## src/rsa_pkg.sv

```systemverilog
// Package for the run/stop arbiter: input ranges, variant bounds, state codes.
// Assumes a single 200 MHz clock domain; users reference items as rsa_pkg::name.
package rsa_pkg;

  // ==========================================================================
  // General-purpose input range
  localparam int unsigned FIRST_GENERAL_INPUT = 0;
  localparam int unsigned LAST_GENERAL_INPUT = 15;
  localparam int unsigned NUM_GENERAL_INPUTS = 16;

  // ==========================================================================
  // Highest run-terminal input per product size
  localparam logic [3:0] SMALL_VARIANT_TOP_INPUT = 4'h5;
  localparam logic [3:0] MEDIUM_VARIANT_TOP_INPUT = 4'h7;
  localparam logic [3:0] LARGE_VARIANT_TOP_INPUT = 4'hb;

  // Product size codes
  localparam logic [1:0] VARIANT_SMALL = 2'h0;
  localparam logic [1:0] VARIANT_MEDIUM = 2'h1;
  localparam logic [1:0] VARIANT_LARGE = 2'h2;

  // ==========================================================================
  // Values after reset
  localparam logic RST_RUNNING = 1'b0;
  localparam logic RST_LOCAL_RUN = 1'b0;

  // Remote override states
  typedef enum logic [1:0] {
    RSA_OVR_NONE,
    RSA_OVR_RUN,
    RSA_OVR_STOP
  } rsa_ovr_t;

endpackage

```

## src/rsa_run_stop_arbiter.sv

```systemverilog
// Run/stop arbiter: merges panel selector, run terminal and remote commands.
// Assumes inputs synchronous-capable levels, rst driven at every power-up,
// and the tool link delivering one-cycle run/stop command pulses.
//
// Operation
// Panel selector alone: RUN position runs the controller, STOP stops it.
// A parameter picks exactly one general-purpose input as the run terminal.
// Selectable run terminal bounded by product size: input 5, 7 or 13 octal.
// Run terminal on forces running; off leaves the selector in charge.
// Without remote commands the state is selector-at-RUN OR terminal asserted.
// Separate start/stop buttons need the user program driving special relays.
// Tool run and stop commands override the selector and run terminal.
// Power-up clears any remote override; local sources decide again.
// Operator should use one local source, selector at STOP with terminal.
// For remote running the operator keeps both local sources at stop.
// After remote stop, remote run or a local stop-then-run resumes running.
// Cassette write-protect off before writing; program written while stopped.
// Never modify the program from two peripheral tools at once.
// Power-up self-diagnosis: run only without faults, else show error.
// Local inputs synchronised; local start detected as edge of combined run.
`timescale 1ns/1ps
module rsa_run_stop_arbiter #(
  parameter logic [1:0] VARIANT = rsa_pkg::VARIANT_LARGE,
  parameter logic [3:0] RUN_TERMINAL = 4'h0,
  parameter logic RUN_TERMINAL_EN = 1'b1
) (
  // Clock and reset (reset is the power-up event)
  input wire logic mclk,
  input wire logic rst,
  // Local sources
  input wire logic selector_run,
  input wire logic [rsa_pkg::NUM_GENERAL_INPUTS-1:0] general_in,
  // Programming tool link commands
  input wire logic remote_run,
  input wire logic remote_stop,
  // Self-diagnosis result
  input wire logic diag_done,
  input wire logic diag_fault,
  // Status
  output logic running,
  output logic run_led,
  output logic err_led,
  output logic terminal_valid
);

  // ==========================================================================
  // Run terminal selection
  function automatic logic [3:0] top_input(input logic [1:0] v);
    unique case (v)
      rsa_pkg::VARIANT_SMALL: top_input = rsa_pkg::SMALL_VARIANT_TOP_INPUT;
      rsa_pkg::VARIANT_MEDIUM: top_input = rsa_pkg::MEDIUM_VARIANT_TOP_INPUT;
      default: top_input = rsa_pkg::LARGE_VARIANT_TOP_INPUT;
    endcase
  endfunction

  // Out-of-range choice disables the terminal rather than picking a wrong pin
  localparam logic TERM_OK = RUN_TERMINAL_EN && (RUN_TERMINAL <= top_input(VARIANT));

  // ==========================================================================
  // Synchronisers
  // Panel and terminal lines are slow levels; two flops keep them clean
  logic sel_s1, sel_s2, term_s1, term_s2;
  always_ff @(posedge mclk) begin
    if (rst) begin
      sel_s1 <= 1'b0;
      sel_s2 <= 1'b0;
      term_s1 <= 1'b0;
      term_s2 <= 1'b0;
    end else begin
      sel_s1 <= selector_run;
      sel_s2 <= sel_s1;
      term_s1 <= general_in[RUN_TERMINAL] & TERM_OK;
      term_s2 <= term_s1;
    end
  end

  // ==========================================================================
  // Combined local run and its rising edge
  logic local_run, local_run_q, local_start;
  assign local_run = sel_s2 | term_s2;
  always_ff @(posedge mclk) begin
    if (rst) local_run_q <= rsa_pkg::RST_LOCAL_RUN;
    else local_run_q <= local_run;
  end
  assign local_start = local_run & ~local_run_q;

  // ==========================================================================
  // Remote override; stop wins when both commands arrive together
  // A local start also drops a remote run, so the panel takes over again
  rsa_pkg::rsa_ovr_t ovr, next_ovr;
  always_comb begin
    next_ovr = ovr;
    if (remote_stop) next_ovr = rsa_pkg::RSA_OVR_STOP;
    else if (remote_run) next_ovr = rsa_pkg::RSA_OVR_RUN;
    else if (local_start) next_ovr = rsa_pkg::RSA_OVR_NONE;
  end
  always_ff @(posedge mclk) begin
    if (rst) ovr <= rsa_pkg::RSA_OVR_NONE;
    else ovr <= next_ovr;
  end

  // ==========================================================================
  // Self-diagnosis gate
  // First result only: a later diag_done cannot clear a latched fault
  logic diag_ok, diag_bad;
  always_ff @(posedge mclk) begin
    if (rst) begin
      diag_ok <= 1'b0;
      diag_bad <= 1'b0;
    end else if (diag_done && !diag_ok && !diag_bad) begin
      diag_ok <= ~diag_fault;
      diag_bad <= diag_fault;
    end
  end

  // ==========================================================================
  // Run state
  logic next_running;
  always_comb begin
    unique case (ovr)
      rsa_pkg::RSA_OVR_RUN: next_running = 1'b1;
      rsa_pkg::RSA_OVR_STOP: next_running = 1'b0;
      default: next_running = local_run;
    endcase
    next_running = next_running & diag_ok;
  end
  always_ff @(posedge mclk) begin
    if (rst) running <= rsa_pkg::RST_RUNNING;
    else running <= next_running;
  end

  always_ff @(posedge mclk) begin
    if (rst) begin
      run_led <= 1'b0;
      err_led <= 1'b0;
    end else begin
      // Taken from the next state so it lines up with running
      run_led <= next_running;
      err_led <= diag_bad;
    end
  end

  assign terminal_valid = TERM_OK;

  // ==========================================================================
  // Checks
  AST_NO_RUN_ON_FAULT: assert property (@(posedge mclk) disable iff (rst)
    diag_bad |-> !running) else $error("running with a diagnosis fault");

  AST_LOCAL_OR: assert property (@(posedge mclk) disable iff (rst)
    (ovr == rsa_pkg::RSA_OVR_NONE && diag_ok) |=> running == $past(local_run))
    else $error("local state is not selector OR terminal");

  AST_REMOTE_STOP: assert property (@(posedge mclk) disable iff (rst)
    remote_stop ##1 1'b1 |=> !running) else $error("remote stop ignored");

  AST_REMOTE_RUN: assert property (@(posedge mclk) disable iff (rst)
    (remote_run && !remote_stop && diag_ok) ##1 1'b1 |=> running)
    else $error("remote run ignored");

  AST_RESUME_LOCAL: assert property (@(posedge mclk) disable iff (rst)
    (ovr == rsa_pkg::RSA_OVR_STOP && local_start && !remote_stop && !remote_run)
    |=> ovr == rsa_pkg::RSA_OVR_NONE) else $error("local restart did not resume");

  AST_OVR_CLEARED: assert property (@(posedge mclk)
    $fell(rst) |-> ovr == rsa_pkg::RSA_OVR_NONE) else $error("override survived reset");

  AST_TERMINAL: assert property (@(posedge mclk) disable iff (rst)
    (term_s2 && ovr == rsa_pkg::RSA_OVR_NONE && diag_ok) |=> running)
    else $error("run terminal did not start");

  AST_SYNC_DELAY: assert property (@(posedge mclk) disable iff (rst)
    sel_s2 == $past(selector_run, 2) || $past(rst, 2)) else $error("selector sync depth");

  AST_LED: assert property (@(posedge mclk) disable iff (rst)
    run_led == running) else $error("run indicator mismatch");

  // ==========================================================================
  // Reset, override priority, local sources, diagnosis gate, indicators and terminal sync
  AST_RESET_QUIET: assert property (@(posedge mclk)
    rst |=> !running && !run_led && !err_led)
    else $error("outputs active after reset");

  AST_STOP_WINS: assert property (@(posedge mclk) disable iff (rst)
    (remote_stop && remote_run) |=> ovr == rsa_pkg::RSA_OVR_STOP)
    else $error("run beat a simultaneous stop");

  AST_STOPPED_HOLDS: assert property (@(posedge mclk) disable iff (rst)
    ovr == rsa_pkg::RSA_OVR_STOP |=> !running)
    else $error("running under a remote stop");

  AST_FORCED_RUN: assert property (@(posedge mclk) disable iff (rst)
    (ovr == rsa_pkg::RSA_OVR_RUN && diag_ok) |=> running)
    else $error("stopped under a remote run");

  AST_LOCAL_STOP: assert property (@(posedge mclk) disable iff (rst)
    (ovr == rsa_pkg::RSA_OVR_NONE && !local_run) |=> !running)
    else $error("running with both local sources at stop");

  AST_RUN_NEEDS_SOURCE: assert property (@(posedge mclk) disable iff (rst)
    running |-> $past(ovr == rsa_pkg::RSA_OVR_RUN || (ovr == rsa_pkg::RSA_OVR_NONE && local_run)))
    else $error("running without any run source");

  AST_DIAG_GATE: assert property (@(posedge mclk) disable iff (rst)
    !diag_ok |-> !running && !run_led)
    else $error("running before a clean diagnosis");

  AST_ERR_LED: assert property (@(posedge mclk) disable iff (rst)
    err_led |-> !run_led && !running)
    else $error("run and error indicators both lit");

  AST_ERR_STICKY: assert property (@(posedge mclk) disable iff (rst)
    err_led |=> err_led)
    else $error("error indicator dropped without reset");

  AST_TERM_SYNC: assert property (@(posedge mclk) disable iff (rst)
    term_s2 == ($past(general_in[RUN_TERMINAL], 2) & TERM_OK) || $past(rst, 2))
    else $error("run terminal sync depth");

  COV_LOCAL_RUN: cover property (@(posedge mclk) disable iff (rst) local_start ##2 running);
  COV_REMOTE_STOP: cover property (@(posedge mclk) disable iff (rst)
    running ##1 remote_stop ##2 !running);
  COV_RESUME: cover property (@(posedge mclk) disable iff (rst)
    ovr == rsa_pkg::RSA_OVR_STOP ##1 local_start);
  COV_FAULT: cover property (@(posedge mclk) disable iff (rst) diag_bad);
  COV_TERMINAL: cover property (@(posedge mclk) disable iff (rst)
    term_s2 && !sel_s2 ##1 running);

endmodule // rsa_run_stop_arbiter

```

## config.mk

```make
export PLATFORM = sky130hd
export DESIGN_NAME = rsa_run_stop_arbiter
export DESIGN_NICKNAME = d
export VERILOG_FILES = /design/src/rsa_pkg.sv /design/src/rsa_run_stop_arbiter.sv
export SDC_FILE = /design/constraint.sdc
export NUM_CORES = 1
export LEC_CHECK = 0
export BUFFER_PORTS_ARGS = -buffer_cell sky130_fd_sc_hd__clkbuf_2
export CAP_MARGIN = 20
export CORE_AREA = 8 8 45 47
export DETAILED_ROUTE_END_ITERATION = 7
export DIE_AREA = 0 0 53 55
export PLACE_DENSITY_LB_ADDON = 0.3
export SYNTH_ARGS = -nofsm -noshare
export SYNTH_HDL_FRONTEND = slang
export SYNTH_SLANG_ARGS = --single-unit
```

## constraint.sdc

```tcl
create_clock -name mclk -period 1.12 [get_ports mclk]
set_clock_uncertainty 0.1 [all_clocks]
set_input_delay 0.112 -clock mclk [delete_from_list [all_inputs] [get_ports mclk]]
set_output_delay 0.112 -clock mclk [all_outputs]
set_load 0.05 [all_outputs]
```

## Word level (Yosys, flattened, before mapping)

Cells that the tools add are included.
Widths: inputs -> output; s select.

- Register bits: 11
- Logic and storage cells: 29

- Equal/unequal tests: 2
- Multiplexer cells: 4
- Bitwise gates (word level): 5
- Reductions and logical operators: 7

Operators by type and width:

| operator | number |
|---|---|
| $mux 2 | 3 |
| $reduce_bool 3->1 | 1 |
| $and 1x1->1 | 2 |
| $eq 2x1->1 const B | 1 |
| $eq 2x2->1 const B | 1 |
| $logic_and 1x1->1 | 2 |
| $logic_not 1->1 | 2 |
| $not 1->1 | 2 |
| $pmux 1 s2 | 1 |
| $reduce_bool 2->1 | 1 |
| $reduce_or 2->1 | 1 |
| $or 1x1->1 | 1 |

## Depth between registers and ports, before layout

Gate-level depths: netlist (run 1).

- Depth in word-level cells: 5
- Mapped depth: 4

## Worst setup path after synthesis (run 1)

OpenSTA, ideal clock, no wires.

- Path kind: reg-to-reg
- Start point: register ovr[1]
- End point: register run_led
- Arrival time: 967 ps
- Required time: 917 ps
- Setup slack: -50 ps
- Cell stages (with the launch flop): 5
- Buffers on the path: 0
- Clock period less this slack: 1,170 ps
- Cell sequence: dfxtp_1 inv_1 ha_1 nor2_1 a2111oi_2

- Longest elaborated chain between the ends: 3

RTL lines:

| element | RTL line | RTL |
|---|---|---|
| from (decl) | rsa_run_stop_arbiter.sv:90 | `rsa_pkg::rsa_ovr_t ovr, next_ovr;` |
| from (signal assigned) | rsa_run_stop_arbiter.sv:98 | `if (rst) ovr <= rsa_pkg::RSA_OVR_NONE;` |
| from (signal assigned) | rsa_run_stop_arbiter.sv:99 | `else ovr <= next_ovr;` |
| $eq 2x2->1 or $eq 2x1->1 (tied branches) | rsa_run_stop_arbiter.sv:120 | `unique case (ovr)` |
| $pmux 1 s2 (*) | rsa_run_stop_arbiter.sv:120 |  |
| $and 1x1->1 (*) | rsa_run_stop_arbiter.sv:125 | `next_running = next_running & diag_ok;` |
| to (signal assigned) | rsa_run_stop_arbiter.sv:138 | `run_led <= next_running;` |
| to (decl) | rsa_run_stop_arbiter.sv:41 | `output logic run_led,` |

Every way passes the cells marked *; elsewhere a longest branch is shown, timed or not.
A chain may end at the register's enable or synchronous reset.

## Final worst setup path (run 1)

Ends and elaborated chain as after synthesis.

==> results of run 1 <==
## stage by stage
stage | hold WS [ps] | setup WS, ps | power (mW) | utilization [%]
floorplan | 91.80 | 13.68 | 0.5055 | -
global placement | 224.7 | 0.6261 | 0.5325 | 35.53
detailed placement | 224.0 | -2.234 | 0.5347 | 35.53
CTS | 1.891 | 21.85 | 0.8151 | 40.33
global route | 19.93 | 6.516 | 0.8540 | 41.23
finish | 11.61 | 62.97 | 0.8087 | 41.23
## cell usage after synthesis
master      n
a2111oi_2   1
a21oi_1     1
a21oi_2     1
buf_2       1
buf_4       2
conb_1      1
dfxtp_1    11
ha_1        1
inv_1       3
nand2b_1    1
nand3b_1    1
nor2_1      5
nor2b_1     4
o21ba_2     1
o2bb2ai_2   1
o41ai_2     1
or3b_1      2
## worst max path at each step
stage / from / endpoint / slack, ps / cells after the start
floorplan: run_led / running / 10 / 1
global placement: ovr[1] / run_led / 0.6 / 4
detailed placement: ovr[1] / run_led / -2 / 4
CTS: run_led / run_led / 20 / 1
global route: ovr[1] / run_led / 7 / 3
finish: ovr[1] / run_led / 60 / 3
## cell type report
type                       count  area (um^2)
tap                           16        20.02
clock buffer                   4        26.28
sequential                    11        221.5
fill                         146        813.3
timing repair buffer          16        105.1
inverter                       3        11.26
multi-input combinational     21        186.4
## flip-flops by register name (all words and copies together) (netlist names)
| register | cells |
|---|---|
| diag_ok | 1 |
| diag_bad | 1 |
| ovr | 2 |
| sel_s1 | 1 |
| sel_s2 | 1 |
| err_led | 1 |
| local_run_q | 1 |
| term_s2 | 1 |
| term_s1 | 1 |
| run_led | 1 |
## worst reg2reg max path: stages, from the launching register on
cell	delay (ps)
dfxtp_2	320
inv_2	50
ha_4	240
a2111oi_4	260
## metal layers
metal | share of wire (%) | vias up
li1 | - | 158
met1 | 46 | 137
met2 | 44 | 10
met3 | 10 | 0
met4 | 0 | 0
met5 | 0 | -
## power by group through the flow
stage,clock network [mW],logic [mW],registers (mW)
after global placement,0,0.103,0.429
after CTS,0.278,0.116,0.421
final,0.264,0.124,0.421
after floorplan,0,0.0677,0.438
after detailed placement,0,0.105,0.430
after global routing,0.298,0.133,0.423
## what timing repair did
item                                   4_1_cts  5_1_grt
buffers inserted                             0        0
hold buffers                                 4        0
pin swaps                                    1        0
cloned                                       0        0
setup endpoints to repair                    1        3
gates resized for setup                      0        3
endpoints found under the hold margin        4        0
## cells by family (layout without fill, tap and decap cells)
group,after synthesis,count (layout),share of synthesized area [%]
compound gates,6,6,16.97
fa+ha+maj,1,1,3.030
buf+inv,6,23,7.573
flops,11,11,53.33
other cells,1,1,0.9082
simple gates,13,13,18.18
==> results.cfg, run 1 <==
[detailed_routing]
ant_nets = 0
via_count = 305
vias_per_cell = 4.296
drc = 0
drtPass1Iterations = 2
wl_um = 733
drt_iter0_drc = 1
wl_per_cell_um = 10.32

[clock_network]
clk_pin_slew_ps = 70
cts-buffers-inserted = 3
cts_sinks = 11
cts_tree = yes
cts_root_buf = clkbuf_4
clk_latency_ps = 260
clockBufferDepth = 2
htree_levels = 1

[layout]
drive_above_1_share_pct = 41.82
syn2layout_area_growth_pct = 38.18
nNetsFinal = 80
stdcell_area_um2 = 570.5
antenna_cells = 0
final_cell_count_no_fill = 71
final_common_cell = dfxtp_1
most-common-layout-cells = dfxtp_1 (10), clkbuf_2 (8), nor2_1 (5)

[power]
pwr_density_cell_nw_per_um2 = 1417
peakVddDrop_mv = 0.6847
swShare_pct = 24.96
p_leak_nw = 0.2386
p_seq_share_pct = 52.0
pwr-share-comb_pct = 15.4
clockPowerShare_pct = 32.6
p_int_uw = 606.9
p_switching_uw = 201.9

[floorplanning]
die_w_um = 53
ioPinCount = 27
dieHeight_um = 55
start_util_pct = 29.84
row_count = 14
die_area_um2 = 2915
core_area_um2 = 1384

[timing]
rsz0062_at_grt = no
fin_crit_ps = 1057
slew_violations = 0
hold_viol = 0
setup_viol_count_final = 0
period_share_pct = 94.38
fin_setup_tns_ps = 0
fmax_mhz = 946.1

[placed_design]
dp.cells = 63
gp_congestion = 0.6843
dp.final_hpwl_um = 536.6
placed_cell_area_um2 = 491.7
portBuffers = 10

[critical_path]
crit_buf_inv = 1
timing.rr.start = ovr[1]
path_class = reg2reg
max_stage_delay_ps = 320
start_kind = flop
slowest_stage = dfxtp_2
crit_required_ps = 1190
critPathCaptureType = flop
path_cells = inv_2 -> ha_4 -> a2111oi_4
critPathTopFamily = flip-flops
critPathMaxFanout = 2
r2r_end = run_led
rr_worst_depth = 3
cp.arrival_ps = 1130
reg2reg_slack_ps = 60

[grt]
grt_use_met2_pct = 8.203
grt_pass1_wl_mm = 1.179
grt_max_degree = 9
busiest_layer = met2
use_met1_pct = 5.666
grt_pass1_vias = 304
grt_use_total_pct = 5.425
met3_usage_pct = 2.941
grt_overflow = 0
grt_antenna_before_repair = 0

[logic_synthesis]
synth.largest_area_cell = dfxtp_1
synth_warnings = 0
avgSynthCellArea_um2 = 10.87
syn_area_um2 = 412.9
synth_area_leaders = dfxtp_1 (53%), nor2b_1 (6.1%), nor2_1 (4.5%)
syn-num-nets = 62
synth_seq_cells = 11
synthCells = 38
ys_seq_area_share_pct = 53.33
post-synth-top-area-fraction_pct = 53.33
synth.distinct_cells = 17

[worst_hold_path]
hold_start = diag_done
hold_end = diag_bad
min_path_cells = 3
hold_class = in2reg

[job]
cap_viol_max_count = 0

[status]
outcome = complete, no violations
Note: power is estimated with default switching activity, not from simulation.
==> run 2, diff against run 1 <==
--- a/config.mk
+++ b/config.mk
@@ -6,7 +6,7 @@
 export NUM_CORES = 1
 export LEC_CHECK = 0
 export BUFFER_PORTS_ARGS = -buffer_cell sky130_fd_sc_hd__clkbuf_2
-export CAP_MARGIN = 20
+export CAP_MARGIN = 5
 export CORE_AREA = 8 8 45 47
 export DETAILED_ROUTE_END_ITERATION = 7
 export DIE_AREA = 0 0 53 55
==> constraint.sdc (replaced) <==
create_clock -name mclk -period 1 [get_ports mclk]
set_clock_uncertainty 0.1 [all_clocks]
set_input_delay 0.1 -clock mclk [delete_from_list [all_inputs] [get_ports mclk]]
set_output_delay 0.1 -clock mclk [all_outputs]
set_load 0.05 [all_outputs]
==> run 2 against run 1 <==
Effect of this change:
- the run now ends with hold timing, setup timing left
- final area rose by 4.6%
- hold slack got worse by 19 ps
- via count fell by 1.6%
- critical path type unchanged
- largest cell class unchanged
==> results.cfg, run 2 (synthesis gave the netlist of run 1 again) <==
[grt]
grt_pass1_vias = 303
grt_max_degree = 8
grt_antenna_before_repair = 0
grt_pass1_wl_mm = 1.159
grt_use_total_pct = 5.416
grt_overflow = 0

[detailed_routing]
drtPass1Iterations = 2
ant_nets = 0
wl_per_cell_um = 10.33
drt_iter0_drc = 7
wl_um = 713
via_count = 300
vias_per_cell = 4.348
drc = 0

[critical_path]
start_kind = flop
crit_buf_inv = 1
crit_required_ps = 1060
timing.rr.start = ovr[1]
path_class = reg2reg
max_stage_delay_ps = 330
cp.arrival_ps = 1120
rr_worst_depth = 3
path_cells = inv_2 -> ha_4 -> a2111oi_4
r2r_end = run_led
critPathMaxFanout = 2
critPathCaptureType = flop
slowest_stage = dfxtp_2
critPathTopFamily = flip-flops
reg2reg_slack_ps = -60

[worst_hold_path]
hold_start = remote_run
min_path_cells = 2
hold_class = in2reg
hold_end = ovr[1]

[timing]
slew_violations = 0
fin_crit_ps = 1060
period_share_pct = 106.0
setup_slack_ps = -59.65
fmax_mhz = 943.7
hold_viol = 1
rsz0062_at_grt = yes
hold_ws_ps = -7.197
setup_viol_count_final = 2

[layout]
drive_above_1_share_pct = 49.06
fillers = 136
antenna_cells = 0
nNetsFinal = 78
stdcell_area_um2 = 596.8
final_common_cell = dfxtp_1
syn2layout_area_growth_pct = 44.55
final_cell_count_no_fill = 69
largest_reg_flops = 2
most-common-layout-cells = dfxtp_1 (8), clkbuf_2 (7), nor2_1 (4), nor2b_1 (4)
top_register = ovr

[power]
peakVddDrop_mv = 0.6769
pwr_density_cell_nw_per_um2 = 1531
p_leak_nw = 0.2447

[floorplanning]
die_area_um2 = 2915
start_util_pct = 29.84
ioPinCount = 27
row_count = 14
die_w_um = 53
dieHeight_um = 55
core_area_um2 = 1384

[clock_network]
clk_pin_slew_ps = 70
cts_root_buf = clkbuf_4
postCtsSetupBuffers = 0
cts_tree = yes
cts-buffers-inserted = 3
cts_hold_buffers = 2
clockBufferDepth = 2
htree_levels = 1
clk_latency_ps = 260
cts_sinks = 11

[placed_design]
portBuffers = 10
dp.final_hpwl_um = 547.6
gp_congestion = 0.6655
placed_cell_area_um2 = 493.0
dp.cells = 63

[status]
violations = hold timing, setup timing
outcome = finished with violations

[job]
cap_viol_max_count = 0
[run 2: cell type report]
cell class,count,area [um^2],share of cell area (%)
Tap cell,16,20.02,3.354
Sequential cell,11,224.0,37.53
Multi-Input combinational cell,21,200.2,33.54
Inverter,3,11.26,1.887
Timing Repair Buffer,14,115.1,19.29
Clock buffer,4,26.28,4.403
[run 2: worst max path at each step]
stage / startpoint / to / slack [ps] / cells after the start
5_1_grt: ovr[1] / run_led / -100 / 4
6_report: ovr[1] / run_led / -60 / 3
3_3_place_gp: ovr[1] / run_led / -130 / 4
4_1_cts: ovr[1] / run_led / -50 / 3
2_1_floorplan: ovr[1] / run_led / -90 / 4
3_5_place_dp: ovr[1] / run_led / -120 / 4
[run 2: metal layers]
| metal | wire length [um] | global-route usage (%) | vias up |
|---|---|---|---|
| met2 | 287 | 8.398 | 10 |
| met3 | 73 | 1.872 | 0 |
| met1 | 352 | 6.098 | 138 |
| li1 | - | - | 152 |
| met4 | 0 | 3.879 | 0 |
| met5 | 0 | 0 | - |
[run 2: what timing repair did]
item | in CTS | in global routing
gates cloned | 0 | 0
pin swaps | 2 | 2
hold endpoints to repair | 4 | 1
endpoints found under the setup margin | 6 | 7
resized for setup | 9 | 4
[run 2: through the flow]
step           TNS (ps)  total power, mW  worst slack (ps)  util, %
6_report         -101.1           0.9136            -59.65    43.13
5_1_grt          -196.7           0.9692            -102.2    43.13
4_1_cts          -98.24           0.9195            -50.46    42.04
3_5_place_dp     -162.3           0.5995            -120.4    35.62
3_3_place_gp     -133.7           0.5967            -127.3    35.62
2_1_floorplan    -86.14           0.5664            -86.14        -
[run 2: worst reg2reg max path: cells and delay by family, from the launching register on]
| kind | cells | cell delay (ps) |
|---|---|---|
| DFF | 1 | 330 |
| buffers and inverters | 1 | 50 |
| AOI/OAI and AO/OA | 1 | 270 |
| adders and majority gates | 1 | 220 |
[run 2: report_power, final]
group / leakage [nW] / internal [mW] / total (mW) / switching [mW]
combinational: 0.138 / 0.0710 / 0.150 / 0.0791
sequential: 0.0918 / 0.463 / 0.475 / 0.0115
clock: 0.0150 / 0.154 / 0.289 / 0.135
total: 0.245 / 0.688 / 0.914 / 0.225
==> run 3, diff against run 2 <==
--- a/config.mk
+++ b/config.mk
@@ -7,9 +7,11 @@
 export LEC_CHECK = 0
 export BUFFER_PORTS_ARGS = -buffer_cell sky130_fd_sc_hd__clkbuf_2
 export CAP_MARGIN = 5
-export CORE_AREA = 8 8 45 47
+export CELL_PAD_IN_SITES_DETAIL_PLACEMENT = 1
+export CELL_PAD_IN_SITES_GLOBAL_PLACEMENT = 2
+export CORE_MARGIN = 8
+export CORE_UTILIZATION = 21
 export DETAILED_ROUTE_END_ITERATION = 7
-export DIE_AREA = 0 0 53 55
 export PLACE_DENSITY_LB_ADDON = 0.3
 export SYNTH_ARGS = -nofsm -noshare
 export SYNTH_HDL_FRONTEND = slang
==> run 3 against run 2 <==
Effect of this change:
- the flow finishes with violations (setup timing)
- combinational power rose by 4%
- die area is 25% higher
- maximum frequency up 0.84%
- hold slack improved by 29 ps
- first-iteration DRC count down 86%
- sequential power hardly changed
- via count grew 6.0%
- cell count is 22% higher
- core utilization fell by 9.5 points
- sequential cell count unchanged
- wire length rose by 12%
- worst setup slack improved by 8.8 ps
- critical path type unchanged
==> results.cfg, run 3 (synthesis gave the netlist of run 1 again) <==
[clock_network]
cts_root_buf = clkbuf_4
clk_pin_slew_ps = 70
cts_tree = yes
cts_sinks = 11
cts-buffers-inserted = 3
clk_latency_ps = 260
clockBufferDepth = 2
htree_levels = 1

[grt]
grt_overflow = 0
busiest_layer = met2
grt_pass1_vias = 324
grt_use_met2_pct = 7.927
grt_max_degree = 9
grt_use_total_pct = 4.937
use_met1_pct = 4.617
met3_usage_pct = 4.449
grt_pass1_wl_mm = 1.331
grt_antenna_before_repair = 0

[floorplanning]
ioPinCount = 27
core_area_um2 = 1902
die_area_um2 = 3641
die_w_um = 60.34
row_count = 16
dieHeight_um = 60.34
start_util_pct = 21.71

[placed_design]
placed_cell_area_um2 = 506.7
gp_congestion = 0.6474
dp.final_hpwl_um = 583.5
portBuffers = 10
dp.cells = 74

[status]
violations = setup timing
outcome = finished with violations

[power]
peakVddDrop_mv = 0.6228
p_leak_nw = 0.2563
p_total_uw = 922.9
pwr_density_cell_nw_per_um2 = 1443

[timing]
setup_slack_ps = -50.83
hold_viol = 0
setup_viol_count_final = 1
period_share_pct = 105.1
slew_violations = 0
rsz0062_at_grt = yes
fin_crit_ps = 1051
fmax_mhz = 951.6

[critical_path]
max_stage_delay_ps = 340
critPathMaxFanout = 2
path_cells = ha_4 -> a2111oi_4
path_class = reg2reg
critPathCaptureType = flop
cp.arrival_ps = 1110
slowest_stage = dfxtp_2
start_kind = flop
crit_required_ps = 1060

[detailed_routing]
drc = 0
wl_per_cell_um = 9.548
vias_per_cell = 3.786
drt_iter0_drc = 1
wl_um = 802
ant_nets = 0
drtPass1Iterations = 2
via_count = 318

[layout]
final_common_cell = dfxtp_1
most-common-layout-cells = dfxtp_1 (8), clkbuf_2 (7), dlygate4sd3_1 (6)
top_register = ovr
syn2layout_area_growth_pct = 54.85
nNetsFinal = 82
drive_above_1_share_pct = 47.37
final_cell_count_no_fill = 84
stdcell_area_um2 = 639.4
antenna_cells = 0
largest_reg_flops = 2

[job]
cap_viol_max_count = 0

[worst_hold_path]
hold_class = in2reg
[run 3: path summary, 6_finish.rpt]
| check | start | end | slack, ps | cells after the start |
|---|---|---|---|---|
| hold reg to reg | sel_s1 | sel_s2 | 340 | 1 |
| setup / recovery | ovr[0] | run_led | -50 | 2 |
| hold / removal | rst | run_led | 20 | 2 |
| setup reg to reg | ovr[0] | run_led | -50 | 2 |
[run 3: power by group]
part | internal [mW] | leakage [nW] | switching (mW) | total [mW]
sequential | 0.463 | 0.0918 | 0.0105 | 0.473
clock | 0.148 | 0.0177 | 0.146 | 0.294
combinational | 0.0779 | 0.147 | 0.0781 | 0.156
[run 3: metrics by stage]
stage                     setup TNS, ps  worst slack (ps)  hold slack [ps]  utilization [%]
after floorplan                  -86.14            -86.14            72.28                -
after global routing             -154.8            -88.24            13.84            33.62
final                            -50.83            -50.83            21.65            33.62
after CTS                        -54.74            -54.74            8.784            33.49
after detailed placement         -132.4            -131.8            217.7            26.64
after global placement           -111.3            -101.0            211.3            26.64
[run 3: cell type report]
cell class | count | area [um^2]
clock buffers | 3 | 22.52
clock inverters | 1 | 5.005
fillers | 217 | 1262
inverters | 3 | 11.26
multi-input cells | 21 | 188.9
flip-flops and latches | 11 | 224.0
well taps | 27 | 33.78
repair buffers | 18 | 153.9
[run 3: critical path: cells and delay by family, from the launching register on]
kind | cells | cell delay (ps)
flops | 1 | 340
fa+ha+maj | 1 | 250
compound gates | 1 | 270
[run 3: what timing repair did]
| item | in CTS | in global routing |
|---|---|---|
| endpoints found under the hold margin | 5 | 0 |
| endpoints found under the setup margin | 5 | 6 |
| pin swaps | 2 | 1 |
| gates resized for setup | 9 | 2 |
| hold buffers | 6 | 0 |
| setup buffers | 0 | 0 |
[run 3: metal layers]
layer | part of all wire, % | vias to the layer above
met2 | 45 | 11
li1 | - | 160
met3 | 12 | 0
met5 | 0 | -
met4 | 0 | 0
met1 | 43 | 147
